==> src/verilog/irqst_pkg.sv <==
// package: register map, field positions and carriers of the interrupt-request and error-status block
package irqst_pkg;
    // register indices and byte addresses, one word each
    localparam int unsigned IRQST_IDX_COMM_REQ = 4;
    localparam int unsigned IRQST_IDX_MISC_REQ = 5;
    localparam int unsigned IRQST_IDX_ERRORS = 6;
    localparam int unsigned IRQST_IDX_COMM_EN = 8;
    localparam int unsigned IRQST_IDX_MISC_EN = 9;
    localparam int unsigned IRQST_IDX_CTRL = 10;
    localparam int unsigned IRQST_IDX_STATUS = 11;
    localparam logic [7:0] IRQST_ADDR_COMM_REQ = 8'(IRQST_IDX_COMM_REQ * 4);
    localparam logic [7:0] IRQST_ADDR_MISC_REQ = 8'(IRQST_IDX_MISC_REQ * 4);
    localparam logic [7:0] IRQST_ADDR_ERRORS = 8'(IRQST_IDX_ERRORS * 4);
    localparam logic [7:0] IRQST_ADDR_COMM_EN = 8'(IRQST_IDX_COMM_EN * 4);
    localparam logic [7:0] IRQST_ADDR_MISC_EN = 8'(IRQST_IDX_MISC_EN * 4);
    localparam logic [7:0] IRQST_ADDR_CTRL = 8'(IRQST_IDX_CTRL * 4);
    localparam logic [7:0] IRQST_ADDR_STATUS = 8'(IRQST_IDX_STATUS * 4);
    // reset values
    localparam logic [7:0] IRQST_COMM_REQ_RST = 8'h14;
    localparam logic [7:0] IRQST_MISC_REQ_RST = 8'h00;
    localparam logic [7:0] IRQST_ERRORS_RST = 8'h00;
    localparam logic [7:0] IRQST_COMM_EN_RST = 8'h80;
    localparam logic [7:0] IRQST_MISC_EN_RST = 8'h00;
    localparam logic [7:0] IRQST_CTRL_RST = 8'h00;
    // field positions
    localparam int unsigned IRQST_POLARITY_BIT = 7;
    localparam int unsigned IRQST_INVERT_BIT = 7;
    localparam logic [7:0] IRQST_COMM_REQ_MASK = 8'h7f;
    localparam logic [7:0] IRQST_MISC_REQ_MASK = 8'h0f;
    localparam logic [7:0] IRQST_COMM_EN_MASK = 8'h7f;
    localparam logic [7:0] IRQST_MISC_EN_MASK = 8'h0f;
    localparam logic [7:0] IRQST_ERRORS_MASK = 8'h9f;
    localparam int unsigned IRQST_CTRL_RX_ONLY_BYTES = 0;
    localparam int unsigned IRQST_CTRL_RX_CHECKSUM = 1;
    localparam int unsigned IRQST_CTRL_FAST_RATE = 2;
    // command codes
    localparam logic [3:0] IRQST_CMD_IDLE = 4'h0;
    // axi responses
    localparam logic [1:0] IRQST_RESP_OKAY = 2'b00;
    localparam logic [1:0] IRQST_RESP_SLVERR = 2'b10;

    // events from the transmitter and receiver
    typedef struct packed {
        logic tx_last_bit_sent;
        logic rx_valid_end;
        logic fifo_has_bytes;
        logic rx_startup;
        logic bit_collision;
        logic checksum_fail;
        logic parity_fail;
        logic sof_wrong;
        logic miller_short_pulses;
    } irqst_rf_s;

    // events from the command sequencer, fifo, timer and detectors
    typedef struct packed {
        logic cmd_self_end;
        logic cmd_unknown_start;
        logic auto_anticollision_command;
        logic initiator_set;
        logic host_fifo_write;
        logic between_tx_rx_last;
        logic fifo_full_write;
        logic fifo_high_live;
        logic fifo_low_live;
        logic countdown_zero;
        logic data_mode_found;
        logic checksum_done;
        logic field_present;
    } irqst_core_s;
endpackage

==> src/verilog/irqst_top.sv <==
// interrupt-request and error-status registers behind an axi4-lite slave
// Contract
// - comm request write: bit 7 high sets, low clears, each bit written as 1.
// - misc request write: bit 7 picks set or clear for bits written as 1.
// - transmit flag bit 6 set when last outgoing bit leaves the transmitter.
// - receive flag bit 5 set at end of a valid incoming stream.
// - with receive-only-with-bytes on, receive flag needs fifo bytes present.
// - command-finished flag bit 4 set when a command ends by itself.
// - unknown command returns to idle and sets flag; host idle does not.
// - fifo high flag bit 3 latched on rising live high alert.
// - fifo low flag bit 2 latched on rising live low alert.
// - any-fault flag bit 1 set whenever any stored error bit is set, fast-rate bit 3 excluded.
// - countdown flag bit 0 set when timer reaches zero.
// - data-mode flag bit 3 set when mode detector reports under anticollision.
// - checksum-done flag bit 2 set when checksum command finished its data.
// - field-appeared flag bit 1 set when external field becomes detected.
// - field-vanished flag bit 0 set when a present field disappears.
// - write-misuse fault bit 7 on host fifo write in anticollision or tx-rx gap.
// - overflow fault bit 4 on any write into a full fifo.
// - collision fault bit 3 on collision, cleared at rx start, fixed 1 at fast rates.
// - checksum fault bit 2 when checking enabled and failed, cleared at rx start.
// - parity fault bit 1 on parity failure, cleared at rx start.
// - framing fault bit 0 on bad start, initiator in anticollision, or short pulses.
// - pending status true when any enabled request flag is set.
// - interrupt pin equals pending status, inverted when invert bit is 1.
`timescale 1ns/1ps
`default_nettype none

module irqst_top (
    input wire logic aclk,
    input wire logic aresetn,
    // axi4-lite slave
    input wire logic [7:0] s_axi_awaddr,
    input wire logic s_axi_awvalid,
    output logic s_axi_awready,
    input wire logic [31:0] s_axi_wdata,
    input wire logic [3:0] s_axi_wstrb,
    input wire logic s_axi_wvalid,
    output logic s_axi_wready,
    output logic [1:0] s_axi_bresp,
    output logic s_axi_bvalid,
    input wire logic s_axi_bready,
    input wire logic [7:0] s_axi_araddr,
    input wire logic s_axi_arvalid,
    output logic s_axi_arready,
    output logic [31:0] s_axi_rdata,
    output logic [1:0] s_axi_rresp,
    output logic s_axi_rvalid,
    input wire logic s_axi_rready,
    // frontend events, same clock
    input wire irqst_pkg::irqst_rf_s rf_events,
    input wire irqst_pkg::irqst_core_s core_events,
    // outputs
    output logic return_to_idle,
    output logic pending_any,
    output logic irq_pin
);
    import irqst_pkg::*;

    ////////////////////////////////////////////////////////////////////////////
    // registers
    logic [7:0] comm_interrupt_requests;
    logic [7:0] misc_interrupt_requests;
    logic [7:0] last_command_errors;
    logic [7:0] comm_enable;
    logic [7:0] misc_enable;
    logic [7:0] block_control;
    logic fifo_high_prev;
    logic fifo_low_prev;
    logic field_prev;

    // axi write bookkeeping
    logic aw_held;
    logic w_held;
    logic [7:0] aw_addr;
    logic [31:0] w_data;
    logic [3:0] w_strb;
    logic wr_fire;
    logic wr_lane0;

    ////////////////////////////////////////////////////////////////////////////
    // axi write channels: address and data taken in either order
    assign s_axi_awready = !aw_held && !s_axi_bvalid;
    assign s_axi_wready = !w_held && !s_axi_bvalid;
    assign wr_fire = aw_held && w_held && !s_axi_bvalid;
    assign wr_lane0 = wr_fire && w_strb[0];

    // capture address
    always_ff @(posedge aclk) begin
        if (!aresetn) begin
            aw_held <= 1'b0;
            aw_addr <= 8'h00;
        end else if (s_axi_awvalid && s_axi_awready) begin
            aw_held <= 1'b1;
            aw_addr <= s_axi_awaddr;
        end else if (wr_fire) begin
            aw_held <= 1'b0;
        end
    end

    // capture data
    always_ff @(posedge aclk) begin
        if (!aresetn) begin
            w_held <= 1'b0;
            w_data <= 32'h0000_0000;
            w_strb <= 4'h0;
        end else if (s_axi_wvalid && s_axi_wready) begin
            w_held <= 1'b1;
            w_data <= s_axi_wdata;
            w_strb <= s_axi_wstrb;
        end else if (wr_fire) begin
            w_held <= 1'b0;
        end
    end

    // write response
    always_ff @(posedge aclk) begin
        if (!aresetn) begin
            s_axi_bvalid <= 1'b0;
            s_axi_bresp <= IRQST_RESP_OKAY;
        end else if (wr_fire) begin
            s_axi_bvalid <= 1'b1;
            case (aw_addr)
                IRQST_ADDR_COMM_REQ, IRQST_ADDR_MISC_REQ, IRQST_ADDR_ERRORS,
                IRQST_ADDR_COMM_EN, IRQST_ADDR_MISC_EN, IRQST_ADDR_CTRL,
                IRQST_ADDR_STATUS: s_axi_bresp <= IRQST_RESP_OKAY;
                default: s_axi_bresp <= IRQST_RESP_SLVERR;
            endcase
        end else if (s_axi_bready) begin
            s_axi_bvalid <= 1'b0;
        end
    end

    ////////////////////////////////////////////////////////////////////////////
    // event detection
    logic live_high_rise;
    logic live_low_rise;
    logic field_rise;
    logic field_fall;
    logic rx_event;
    logic [7:0] comm_set;
    logic [7:0] misc_set;
    logic [7:0] err_set;
    logic [7:0] err_clear;
    logic fast_rate;

    assign live_high_rise = core_events.fifo_high_live && !fifo_high_prev;
    assign live_low_rise = core_events.fifo_low_live && !fifo_low_prev;
    assign field_rise = core_events.field_present && !field_prev;
    assign field_fall = !core_events.field_present && field_prev;
    assign fast_rate = block_control[IRQST_CTRL_FAST_RATE];
    // receive end, gated on fifo bytes if asked
    assign rx_event = rf_events.rx_valid_end
        && (!block_control[IRQST_CTRL_RX_ONLY_BYTES] || rf_events.fifo_has_bytes);

    // unknown command start forces idle
    assign return_to_idle = core_events.cmd_unknown_start;

    // last samples of level inputs for edges
    always_ff @(posedge aclk) begin
        if (!aresetn) begin
            fifo_high_prev <= 1'b0;
            fifo_low_prev <= 1'b0;
            field_prev <= 1'b0;
        end else begin
            fifo_high_prev <= core_events.fifo_high_live;
            fifo_low_prev <= core_events.fifo_low_live;
            field_prev <= core_events.field_present;
        end
    end

    // request set vectors
    always_comb begin
        comm_set = 8'h00;
        comm_set[6] = rf_events.tx_last_bit_sent;
        comm_set[5] = rx_event;
        comm_set[4] = core_events.cmd_self_end || core_events.cmd_unknown_start;
        comm_set[3] = live_high_rise;
        comm_set[2] = live_low_rise;
        comm_set[1] = |last_command_errors;
        comm_set[0] = core_events.countdown_zero;
        misc_set = 8'h00;
        misc_set[3] = core_events.data_mode_found && core_events.auto_anticollision_command;
        misc_set[2] = core_events.checksum_done;
        misc_set[1] = field_rise;
        misc_set[0] = field_fall;
    end

    // fault set and start-up clear vectors
    always_comb begin
        err_set = 8'h00;
        err_set[7] = core_events.host_fifo_write
            && (core_events.auto_anticollision_command || core_events.between_tx_rx_last);
        err_set[4] = core_events.fifo_full_write;
        err_set[3] = rf_events.bit_collision;
        err_set[2] = rf_events.checksum_fail && block_control[IRQST_CTRL_RX_CHECKSUM];
        err_set[1] = rf_events.parity_fail;
        err_set[0] = rf_events.sof_wrong || rf_events.miller_short_pulses
            || (core_events.auto_anticollision_command && core_events.initiator_set);
        err_clear = 8'h00;
        if (rf_events.rx_startup) begin
            err_clear[3:0] = 4'hf;
        end
    end

    ////////////////////////////////////////////////////////////////////////////
    // communication request register: mask write, hardware set wins
    always_ff @(posedge aclk) begin
        if (!aresetn) begin
            comm_interrupt_requests <= IRQST_COMM_REQ_RST;
        end else begin
            if (wr_lane0 && aw_addr == IRQST_ADDR_COMM_REQ) begin
                if (w_data[IRQST_POLARITY_BIT]) begin
                    comm_interrupt_requests <= (comm_interrupt_requests
                        | (w_data[7:0] & IRQST_COMM_REQ_MASK) | comm_set);
                end else begin
                    comm_interrupt_requests <= (comm_interrupt_requests
                        & ~(w_data[7:0] & IRQST_COMM_REQ_MASK)) | comm_set;
                end
            end else begin
                comm_interrupt_requests <= comm_interrupt_requests | comm_set;
            end
        end
    end

    // miscellaneous request register
    always_ff @(posedge aclk) begin
        if (!aresetn) begin
            misc_interrupt_requests <= IRQST_MISC_REQ_RST;
        end else begin
            if (wr_lane0 && aw_addr == IRQST_ADDR_MISC_REQ) begin
                if (w_data[IRQST_POLARITY_BIT]) begin
                    misc_interrupt_requests <= (misc_interrupt_requests
                        | (w_data[7:0] & IRQST_MISC_REQ_MASK) | misc_set);
                end else begin
                    misc_interrupt_requests <= (misc_interrupt_requests
                        & ~(w_data[7:0] & IRQST_MISC_REQ_MASK)) | misc_set;
                end
            end else begin
                misc_interrupt_requests <= misc_interrupt_requests | misc_set;
            end
        end
    end

    // error register: read only; set wins over start-up clear
    always_ff @(posedge aclk) begin
        if (!aresetn) begin
            last_command_errors <= IRQST_ERRORS_RST;
        end else begin
            last_command_errors <= ((last_command_errors & ~err_clear) | err_set)
                & IRQST_ERRORS_MASK;
        end
    end

    // enable and control registers
    always_ff @(posedge aclk) begin
        if (!aresetn) begin
            comm_enable <= IRQST_COMM_EN_RST;
            misc_enable <= IRQST_MISC_EN_RST;
            block_control <= IRQST_CTRL_RST;
        end else if (wr_lane0) begin
            case (aw_addr)
                IRQST_ADDR_COMM_EN: comm_enable <= w_data[7:0];
                IRQST_ADDR_MISC_EN: misc_enable <= w_data[7:0] & IRQST_MISC_EN_MASK;
                IRQST_ADDR_CTRL: block_control <= w_data[7:0];
                default: comm_enable <= comm_enable;
            endcase
        end
    end

    ////////////////////////////////////////////////////////////////////////////
    // pending status and pin
    assign pending_any = |(comm_interrupt_requests & comm_enable & IRQST_COMM_EN_MASK)
        || |(misc_interrupt_requests & misc_enable & IRQST_MISC_EN_MASK);
    assign irq_pin = pending_any ^ comm_enable[IRQST_INVERT_BIT];

    ////////////////////////////////////////////////////////////////////////////
    // read channel: data one cycle after address
    logic [7:0] rd_byte;
    logic rd_hit;

    // read multiplexer
    always_comb begin
        rd_byte = 8'h00;
        rd_hit = 1'b1;
        case (s_axi_araddr)
            IRQST_ADDR_COMM_REQ: rd_byte = comm_interrupt_requests & IRQST_COMM_REQ_MASK;
            IRQST_ADDR_MISC_REQ: rd_byte = misc_interrupt_requests & IRQST_MISC_REQ_MASK;
            IRQST_ADDR_ERRORS: begin
                rd_byte = last_command_errors;
                rd_byte[3] = last_command_errors[3] | fast_rate;
            end
            IRQST_ADDR_COMM_EN: rd_byte = comm_enable;
            IRQST_ADDR_MISC_EN: rd_byte = misc_enable;
            IRQST_ADDR_CTRL: rd_byte = block_control;
            IRQST_ADDR_STATUS: rd_byte = {7'h00, pending_any};
            default: rd_hit = 1'b0;
        endcase
    end

    assign s_axi_arready = !s_axi_rvalid;

    // read data register
    always_ff @(posedge aclk) begin
        if (!aresetn) begin
            s_axi_rvalid <= 1'b0;
            s_axi_rdata <= 32'h0000_0000;
            s_axi_rresp <= IRQST_RESP_OKAY;
        end else if (s_axi_arvalid && s_axi_arready) begin
            s_axi_rvalid <= 1'b1;
            s_axi_rdata <= {24'h00_0000, rd_byte};
            s_axi_rresp <= rd_hit ? IRQST_RESP_OKAY : IRQST_RESP_SLVERR;
        end else if (s_axi_rready) begin
            s_axi_rvalid <= 1'b0;
        end
    end

endmodule // irqst_top

`default_nettype wire

==> config.mk <==
export PLATFORM = sky130hd
export DESIGN_NAME = irqst_top
export DESIGN_NICKNAME = d
export VERILOG_FILES = /design/src/verilog/irqst_pkg.sv /design/src/verilog/irqst_top.sv
export SDC_FILE = /design/constraint.sdc
export NUM_CORES = 1
export LEC_CHECK = 0
export BUFFER_PORTS_ARGS = -buffer_cell sky130_fd_sc_hd__buf_2
export CORE_MARGIN = 4
export CORE_UTILIZATION = 45
export DETAILED_ROUTE_END_ITERATION = 8
export PLACE_DENSITY = 0.82
export SKIP_CTS_REPAIR_TIMING = 1
export SYNTH_ARGS = -nofsm -noshare
export SYNTH_HDL_FRONTEND = slang
export SYNTH_SLANG_ARGS = --single-unit
==> constraint.sdc <==
create_clock -name aclk -period 1.55 [get_ports aclk]
set_input_delay 0.2325 -clock aclk [delete_from_list [all_inputs] [get_ports aclk]]
set_output_delay 0.2325 -clock aclk [all_outputs]
set_load 0.03 [all_outputs]
==> Yosys cells after proc, flatten, opt, wreduce, memory -nomap -nowiden <==
Index checks and enable logic that the tools add are counted.
{ "totals": {"regBits": 80, "in_bits": 81, "out_inout_bits": 44, "elab_cells": 115} }
{ "classes": {"eq_ne": 14, "mux": 16, "bitwise_logic": 19, "n_reduce_logical": 46} }
{ "ops": {"columns": ["operator", "n"], "rows": [
  ["8-bit by 6-bit equality test with 1-bit output (second input constant)", 8],
  ["8-bit case mux with 7 select lines", 1],
  ["8-bit by 5-bit equality test with 1-bit output (second input constant)", 6],
  ["8-bit two-way mux", 4],
  ["8-bit by 4-bit OR with 8-bit output", 4],
  ["8-bit by 7-bit OR with 8-bit output", 4],
  ["8-bit bitwise AND", 3],
  ["7-bit OR reduction", 3],
  ["1-bit logical AND", 19],
  ["4-bit inverter with 8-bit output", 2],
  ["1-bit logical NOT", 9],
  ["1-bit two-way mux", 8],
  ["7-bit inverter with 8-bit output", 1],
  ["8-bit OR", 1],
  ["2-bit nonzero test", 4],
  ["8-bit OR reduction", 1],
  ["7-bit bitwise AND", 1],
  ["1-bit logical OR", 6],
  ["2-bit AND reduction", 3],
  ["4-bit bitwise AND", 1],
  ["2-bit two-way mux", 2],
  ["4-bit two-way mux", 1],
  ["4-bit OR reduction", 1],
  ["1-bit OR", 1],
  ["1-bit bitwise XOR", 1]
]} }

==> Logic depth before layout (Yosys ltp) <==
{ "logic_depth": {"depth_word": 6, "mapped_depth": 6, "mapped_depth_nobuf": 5} }

==> Worst setup path after synthesis <==
No wires, ideal clock.
{ "synth_path": {"kind": "register to output", "startpoint": "register comm_interrupt_requests[2]", "endpoint": "output irq_pin", "t_arrival_ps": 1517, "required_time_ps": 1317, "path_slack_ps": -200, "path_stages_with_launch": 4, "n_path_buf": 0, "path_cell_list": "dfxtp_1 > a222oi_1 > nand2_1 > xor2_1"} }
{ "synth_between": {"elab_chain_cells": 4} }
{ "synth_lines": {"columns": ["element", "line", "text"], "rows": [
  ["start: declaration", "irqst_top.sv:62", "logic [7:0] comm_interrupt_requests;"],
  ["start signal: assignment", "irqst_top.sv:214", "comm_interrupt_requests <= (comm_interrupt_requests"],
  ["start signal: assignment", "irqst_top.sv:217", "comm_interrupt_requests <= (comm_interrupt_requests"],
  ["start signal: assignment", "irqst_top.sv:221", "comm_interrupt_requests <= comm_interrupt_requests | comm_set;"],
  ["7-bit bitwise AND", "irqst_top.sv:273", "assign pending_any = |(comm_interrupt_requests & comm_enable & IRQST_COMM_EN_MASK)"],
  ["7-bit OR reduction", "irqst_top.sv:273", null],
  ["1-bit logical OR", "irqst_top.sv:274", "|| |(misc_interrupt_requests & misc_enable & IRQST_MISC_EN_MASK);"],
  ["via pending_any", "irqst_top.sv:55", "output logic pending_any,"],
  ["1-bit bitwise XOR", "irqst_top.sv:275", "assign irq_pin = pending_any ^ comm_enable[IRQST_INVERT_BIT];"],
  ["end: declaration", "irqst_top.sv:56", "output logic irq_pin"]
]} }
The timed path passes the listed nets, and every way through them passes these cells.

==> Final worst setup path <==
{ "layout_path": {"startpoint": "register comm_interrupt_requests[2]", "endpoint": "output irq_pin"} }
{ "layout_between": {"elab_chain_cells": 4} }
{ "layout_lines": {"columns": ["element", "line"], "rows": [
  ["7-bit bitwise AND", "irqst_top.sv:273"],
  ["7-bit OR reduction", "irqst_top.sv:273"],
  ["1-bit logical OR", "irqst_top.sv:274"],
  ["1-bit bitwise XOR", "irqst_top.sv:275"]
]} }
Every way passes these cells.

==> qor.log <==
qor: sta.max_freq 512.8 MHz
qor: job.maxCapViolCount 0
qor: drt.vias_per_cell 5.400
qor: sta.fin_ws -0.4002 ns
qor: drt.drt_pass1_iterations 4
qor: sta.maxSlewHeadroom 56.80%
qor: critical_path.setup.worst_path.end_class output pin
qor: global_routing.grt-ovfl-total 0
qor: final_layout.stdcell_area 4448 µm²
qor: floorplanning.die_height 96.11 µm
qor: final_layout.ratio_of_cells_with_drive_above_1_in_the_final_layout 30.24%
qor: drt.final_antenna_net_count 0
qor: logic_synthesis.synthArstFlopShare 0%
qor: min_path.holdPathStages 3
qor: sta.rsz_0062_raised_after_global_routing yes
qor: sta.timing.final.crit_share 125.8%
qor: sta.timing_worst_slew_pin_value 0.6470 ns
qor: critical_path.reg2reg_to block_control[1]
qor: pwr.peakVddDrop 0.0005692 V
qor: global_routing.global_route.usage.total 19.77%
qor: logic_synthesis.synthCells 397
qor: critical_path.critical_path_peak_fanout 2
qor: sta.hold_viol 0
qor: min_path.hold_end comm_interrupt_requests[4]
qor: cts.clkSlewWorstSetupHoldPaths 0.07 ns
qor: global_routing.number_of_global_route_vias_before_repair 3,073
qor: critical_path.r2r_setup_slack -0.07 ns
qor: sta.finalMaxSlewViolations 0
qor: global_routing.antenna_found_initial 0
qor: sta.finalClockSkew 0.01047 ns
qor: global_routing.wire_length_of_the_first_global_routing_pass 13,990 µm
qor: logic_synthesis.synthesis.yosys.warnings 0
qor: place.place.port_buffers 71
qor: floorplanning.fp.coreArea 7408 µm²
qor: critical_path.critical_path.slowest_cell sky130_fd_sc_hd__a222oi_1
qor: min_path.hold_start core_events[12]
qor: place.place_area 4031 µm²
qor: pwr.cellLeakagePower 2.015 nW
qor: place.place_hpwl 6512 µm
qor: min_path.hp_class input pin to flip-flop
qor: logic_synthesis.synth_sequential_area_ratio 40.69%
qor: sta.report.final.setup_viol 18
qor: critical_path.timing.critical_path.arrival 1.72 ns
qor: pwr.power_per_cell_area 980.3 nW/µm²
qor: cts.cts.htree.levels 3
qor: logic_synthesis.yosys_register_bits 71
qor: floorplanning.initial_core_utilization 47.15%
qor: sta.fin_hold_ws 0.09091 ns
qor: critical_path.setup.worst_path.start_class flip-flop
qor: logic_synthesis.yosys.cell_count.top_type sky130_fd_sc_hd__dfxtp_1
qor: cts.cts_tree done
qor: cts.clock_sinks 71
qor: logic_synthesis.synth.top_cell.area_share 40.69%
qor: logic_synthesis.synthesis.area 3493 µm²
qor: drt.detail_route.wl_per_cell 15.55 µm
qor: logic_synthesis.yosys.area.top_type sky130_fd_sc_hd__dfxtp_1
qor: global_routing.grt_max_degree 57
qor: floorplanning.core.rowCount 31
qor: drt.dr_total_vias 3,213
qor: logic_synthesis.netlist_top_cells_area sky130_fd_sc_hd__dfxtp_1, sky130_fd_sc_hd__mux2i_1, sky130_fd_sc_hd__a21boi_0
qor: drt.detail_route.wirelength 9254 µm
qor: sta.fin_crit 1.950 ns
qor: final_layout.nNetsFinal 572
qor: logic_synthesis.postSynthAreaPerCell 8.799 µm²
qor: critical_path.r2r_start aw_addr[7]
qor: run_status.run_status finished with violations
qor: logic_synthesis.synth_top_cells_by_count sky130_fd_sc_hd__dfxtp_1, sky130_fd_sc_hd__nand2_1, sky130_fd_sc_hd__a21boi_0, sky130_fd_sc_hd__buf_4
qor: cts.ctsRootBufferMaster sky130_fd_sc_hd__clkbuf_8
qor: run_status.failed_checks negative setup slack
qor: logic_synthesis.synth_cell_types 50
qor: critical_path.reg2reg_depth 6
qor: logic_synthesis.synth_top_flop_cell sky130_fd_sc_hd__dfxtp_1
qor: cts.cts_inserted_buffers 9
qor: logic_synthesis.number_of_flops_mapped_to_enable_cells_by_yosys 0
qor: critical_path.slowest_delay 0.47 ns
qor: final_layout.layout-area-overhead-vs-synth 27.33%
qor: critical_path.cp_data_required_time 1.32 ns
qor: critical_path.timing.critical_path.cells a222oi_1, nand2_1, xor2_2, buf_2
qor: floorplanning.dieArea 9236 µm²
qor: floorplanning.boundaryPins 125
qor: final_layout.num_antenna_cells 0
qor: floorplanning.die_w 96.11 µm
qor: cts.insertion_delay 0.35 ns
qor: critical_path.worst_setup_path_type flip-flop to output pin
qor: drt.post-route-drc-count 0
qor: cts.max-clock-path-buffers 2
qor: drt.detail_route.iter0.violations 216
qor: place.gp_congestion 0.9252
-- how the worst max path moves through the flow --
stage / cells past startpoint / end / start
2_1_floorplan: 3 / irq_pin / comm_interrupt_requests[2]
3_3_place_gp: 6 / comm_enable[7] / aw_addr[0]
3_5_place_dp: 6 / s_axi_rdata[2] / s_axi_araddr[3]
4_1_cts: 4 / irq_pin / comm_enable[4]
5_1_grt: 4 / irq_pin / comm_interrupt_requests[2]
6_report: 4 / irq_pin / comm_interrupt_requests[2]
-- cell usage in the layout, fill, tap and decap left out, types with 3 or more instances in the layout --
cell type                   instances
sky130_fd_sc_hd__a21boi_1          10
sky130_fd_sc_hd__a22oi_1           11
sky130_fd_sc_hd__a22o_1             4
sky130_fd_sc_hd__nand4_1           10
sky130_fd_sc_hd__and3_1             4
sky130_fd_sc_hd__dfxtp_2            3
sky130_fd_sc_hd__nor2_1             9
sky130_fd_sc_hd__nand2_1           60
sky130_fd_sc_hd__clkbuf_8          10
sky130_fd_sc_hd__nand2b_1           6
sky130_fd_sc_hd__a21boi_0          21
sky130_fd_sc_hd__bufinv_16          3
sky130_fd_sc_hd__o21a_1             3
sky130_fd_sc_hd__nand3_1            7
sky130_fd_sc_hd__conb_1            26
sky130_fd_sc_hd__o21ai_0           13
sky130_fd_sc_hd__nand2_2            5
sky130_fd_sc_hd__buf_2             70
sky130_fd_sc_hd__mux2i_1           25
sky130_fd_sc_hd__buf_6              6
sky130_fd_sc_hd__nor2b_1           25
sky130_fd_sc_hd__and2_1             6
sky130_fd_sc_hd__a21oi_1            7
sky130_fd_sc_hd__dfxtp_1           68
sky130_fd_sc_hd__buf_4             24
sky130_fd_sc_hd__inv_1              7
-- kinds of logic (layout without fill, tap and decap cells) --
logic type      Yosys count  after routing  share of synthesized area (%)
flops                    71             71                          40.69
buf+inv                  51            125                          8.453
simple gates            157            157                          24.28
other cells               1             26                         0.1073
xor+xnor                  1              1                         0.2508
mux                      27             27                          7.808
compound gates           89             89                          18.41
-- state kept, by name (all words and copies together), names as in the netlist, 4 cells and up --
register                 cells
s_axi_rdata                  8
aw_addr                      8
w_data                       8
comm_interrupt_requests      7
comm_enable                  8
block_control                8
misc_interrupt_requests      4
last_command_errors          6
misc_enable                  4
-- routing by layer --
| layer | global-route usage, % | vias up | share of wire (%) |
|---|---|---|---|
| met4 | 9.123 | 0 | 3.3 |
| li1 | - | 1534 | - |
| met2 | 34.16 | 136 | 51 |
| met1 | 23.34 | 1517 | 38 |
| met3 | 4.066 | 26 | 7.0 |
| met5 | 0 | - | 0 |
-- cell type report --
class	count	area [µm²]
sequential	71	1425
fill	609	2960
tap	99	123.9
timing repair buffer	102	638.1
clock inverter	6	107.6
inverter	7	26.28
clock buffer	10	137.6
multi-input combinational	300	1989
-- metrics by stage --
| step | std cells | setup TNS (ns) | power [mW] | setup slack, ns | util (%) |
|---|---|---|---|---|---|
| 6_report | 595 | -1.196 | 4.360 | -0.4002 | 60.04 |
| 5_1_grt | 595 | -3.817 | 4.514 | -0.4608 | 60.04 |
| 4_1_cts | 591 | -1.710 | 4.343 | -0.3823 | 57.73 |
| 3_5_place_dp | 575 | -0.7036 | 2.537 | -0.07573 | 54.42 |
| 3_3_place_gp | 575 | -0.07658 | 2.519 | -0.02415 | 54.42 |
| 2_1_floorplan | 422 | -0.3253 | 2.384 | -0.06164 | - |
-- power breakdown --
group	leakage, nW	total, mW	switching [mW]	internal (mW)
Combinational	1.31	0.562	0.346	0.216
Sequential	0.581	1.97	0.0752	1.90
Clock	0.122	1.83	0.720	1.11
-- worst max-delay path: cells and delay by family (launching register included) --
kind	cells	cell delay, ns
AOI/OAI and AO/OA	1	0.47
xor gates and xnor gates	1	0.18
buffers and inverters	1	0.18
DFF	1	0.33
and+or+nand+nor	1	0.22
Note: power is estimated with default switching activity, not from simulation.
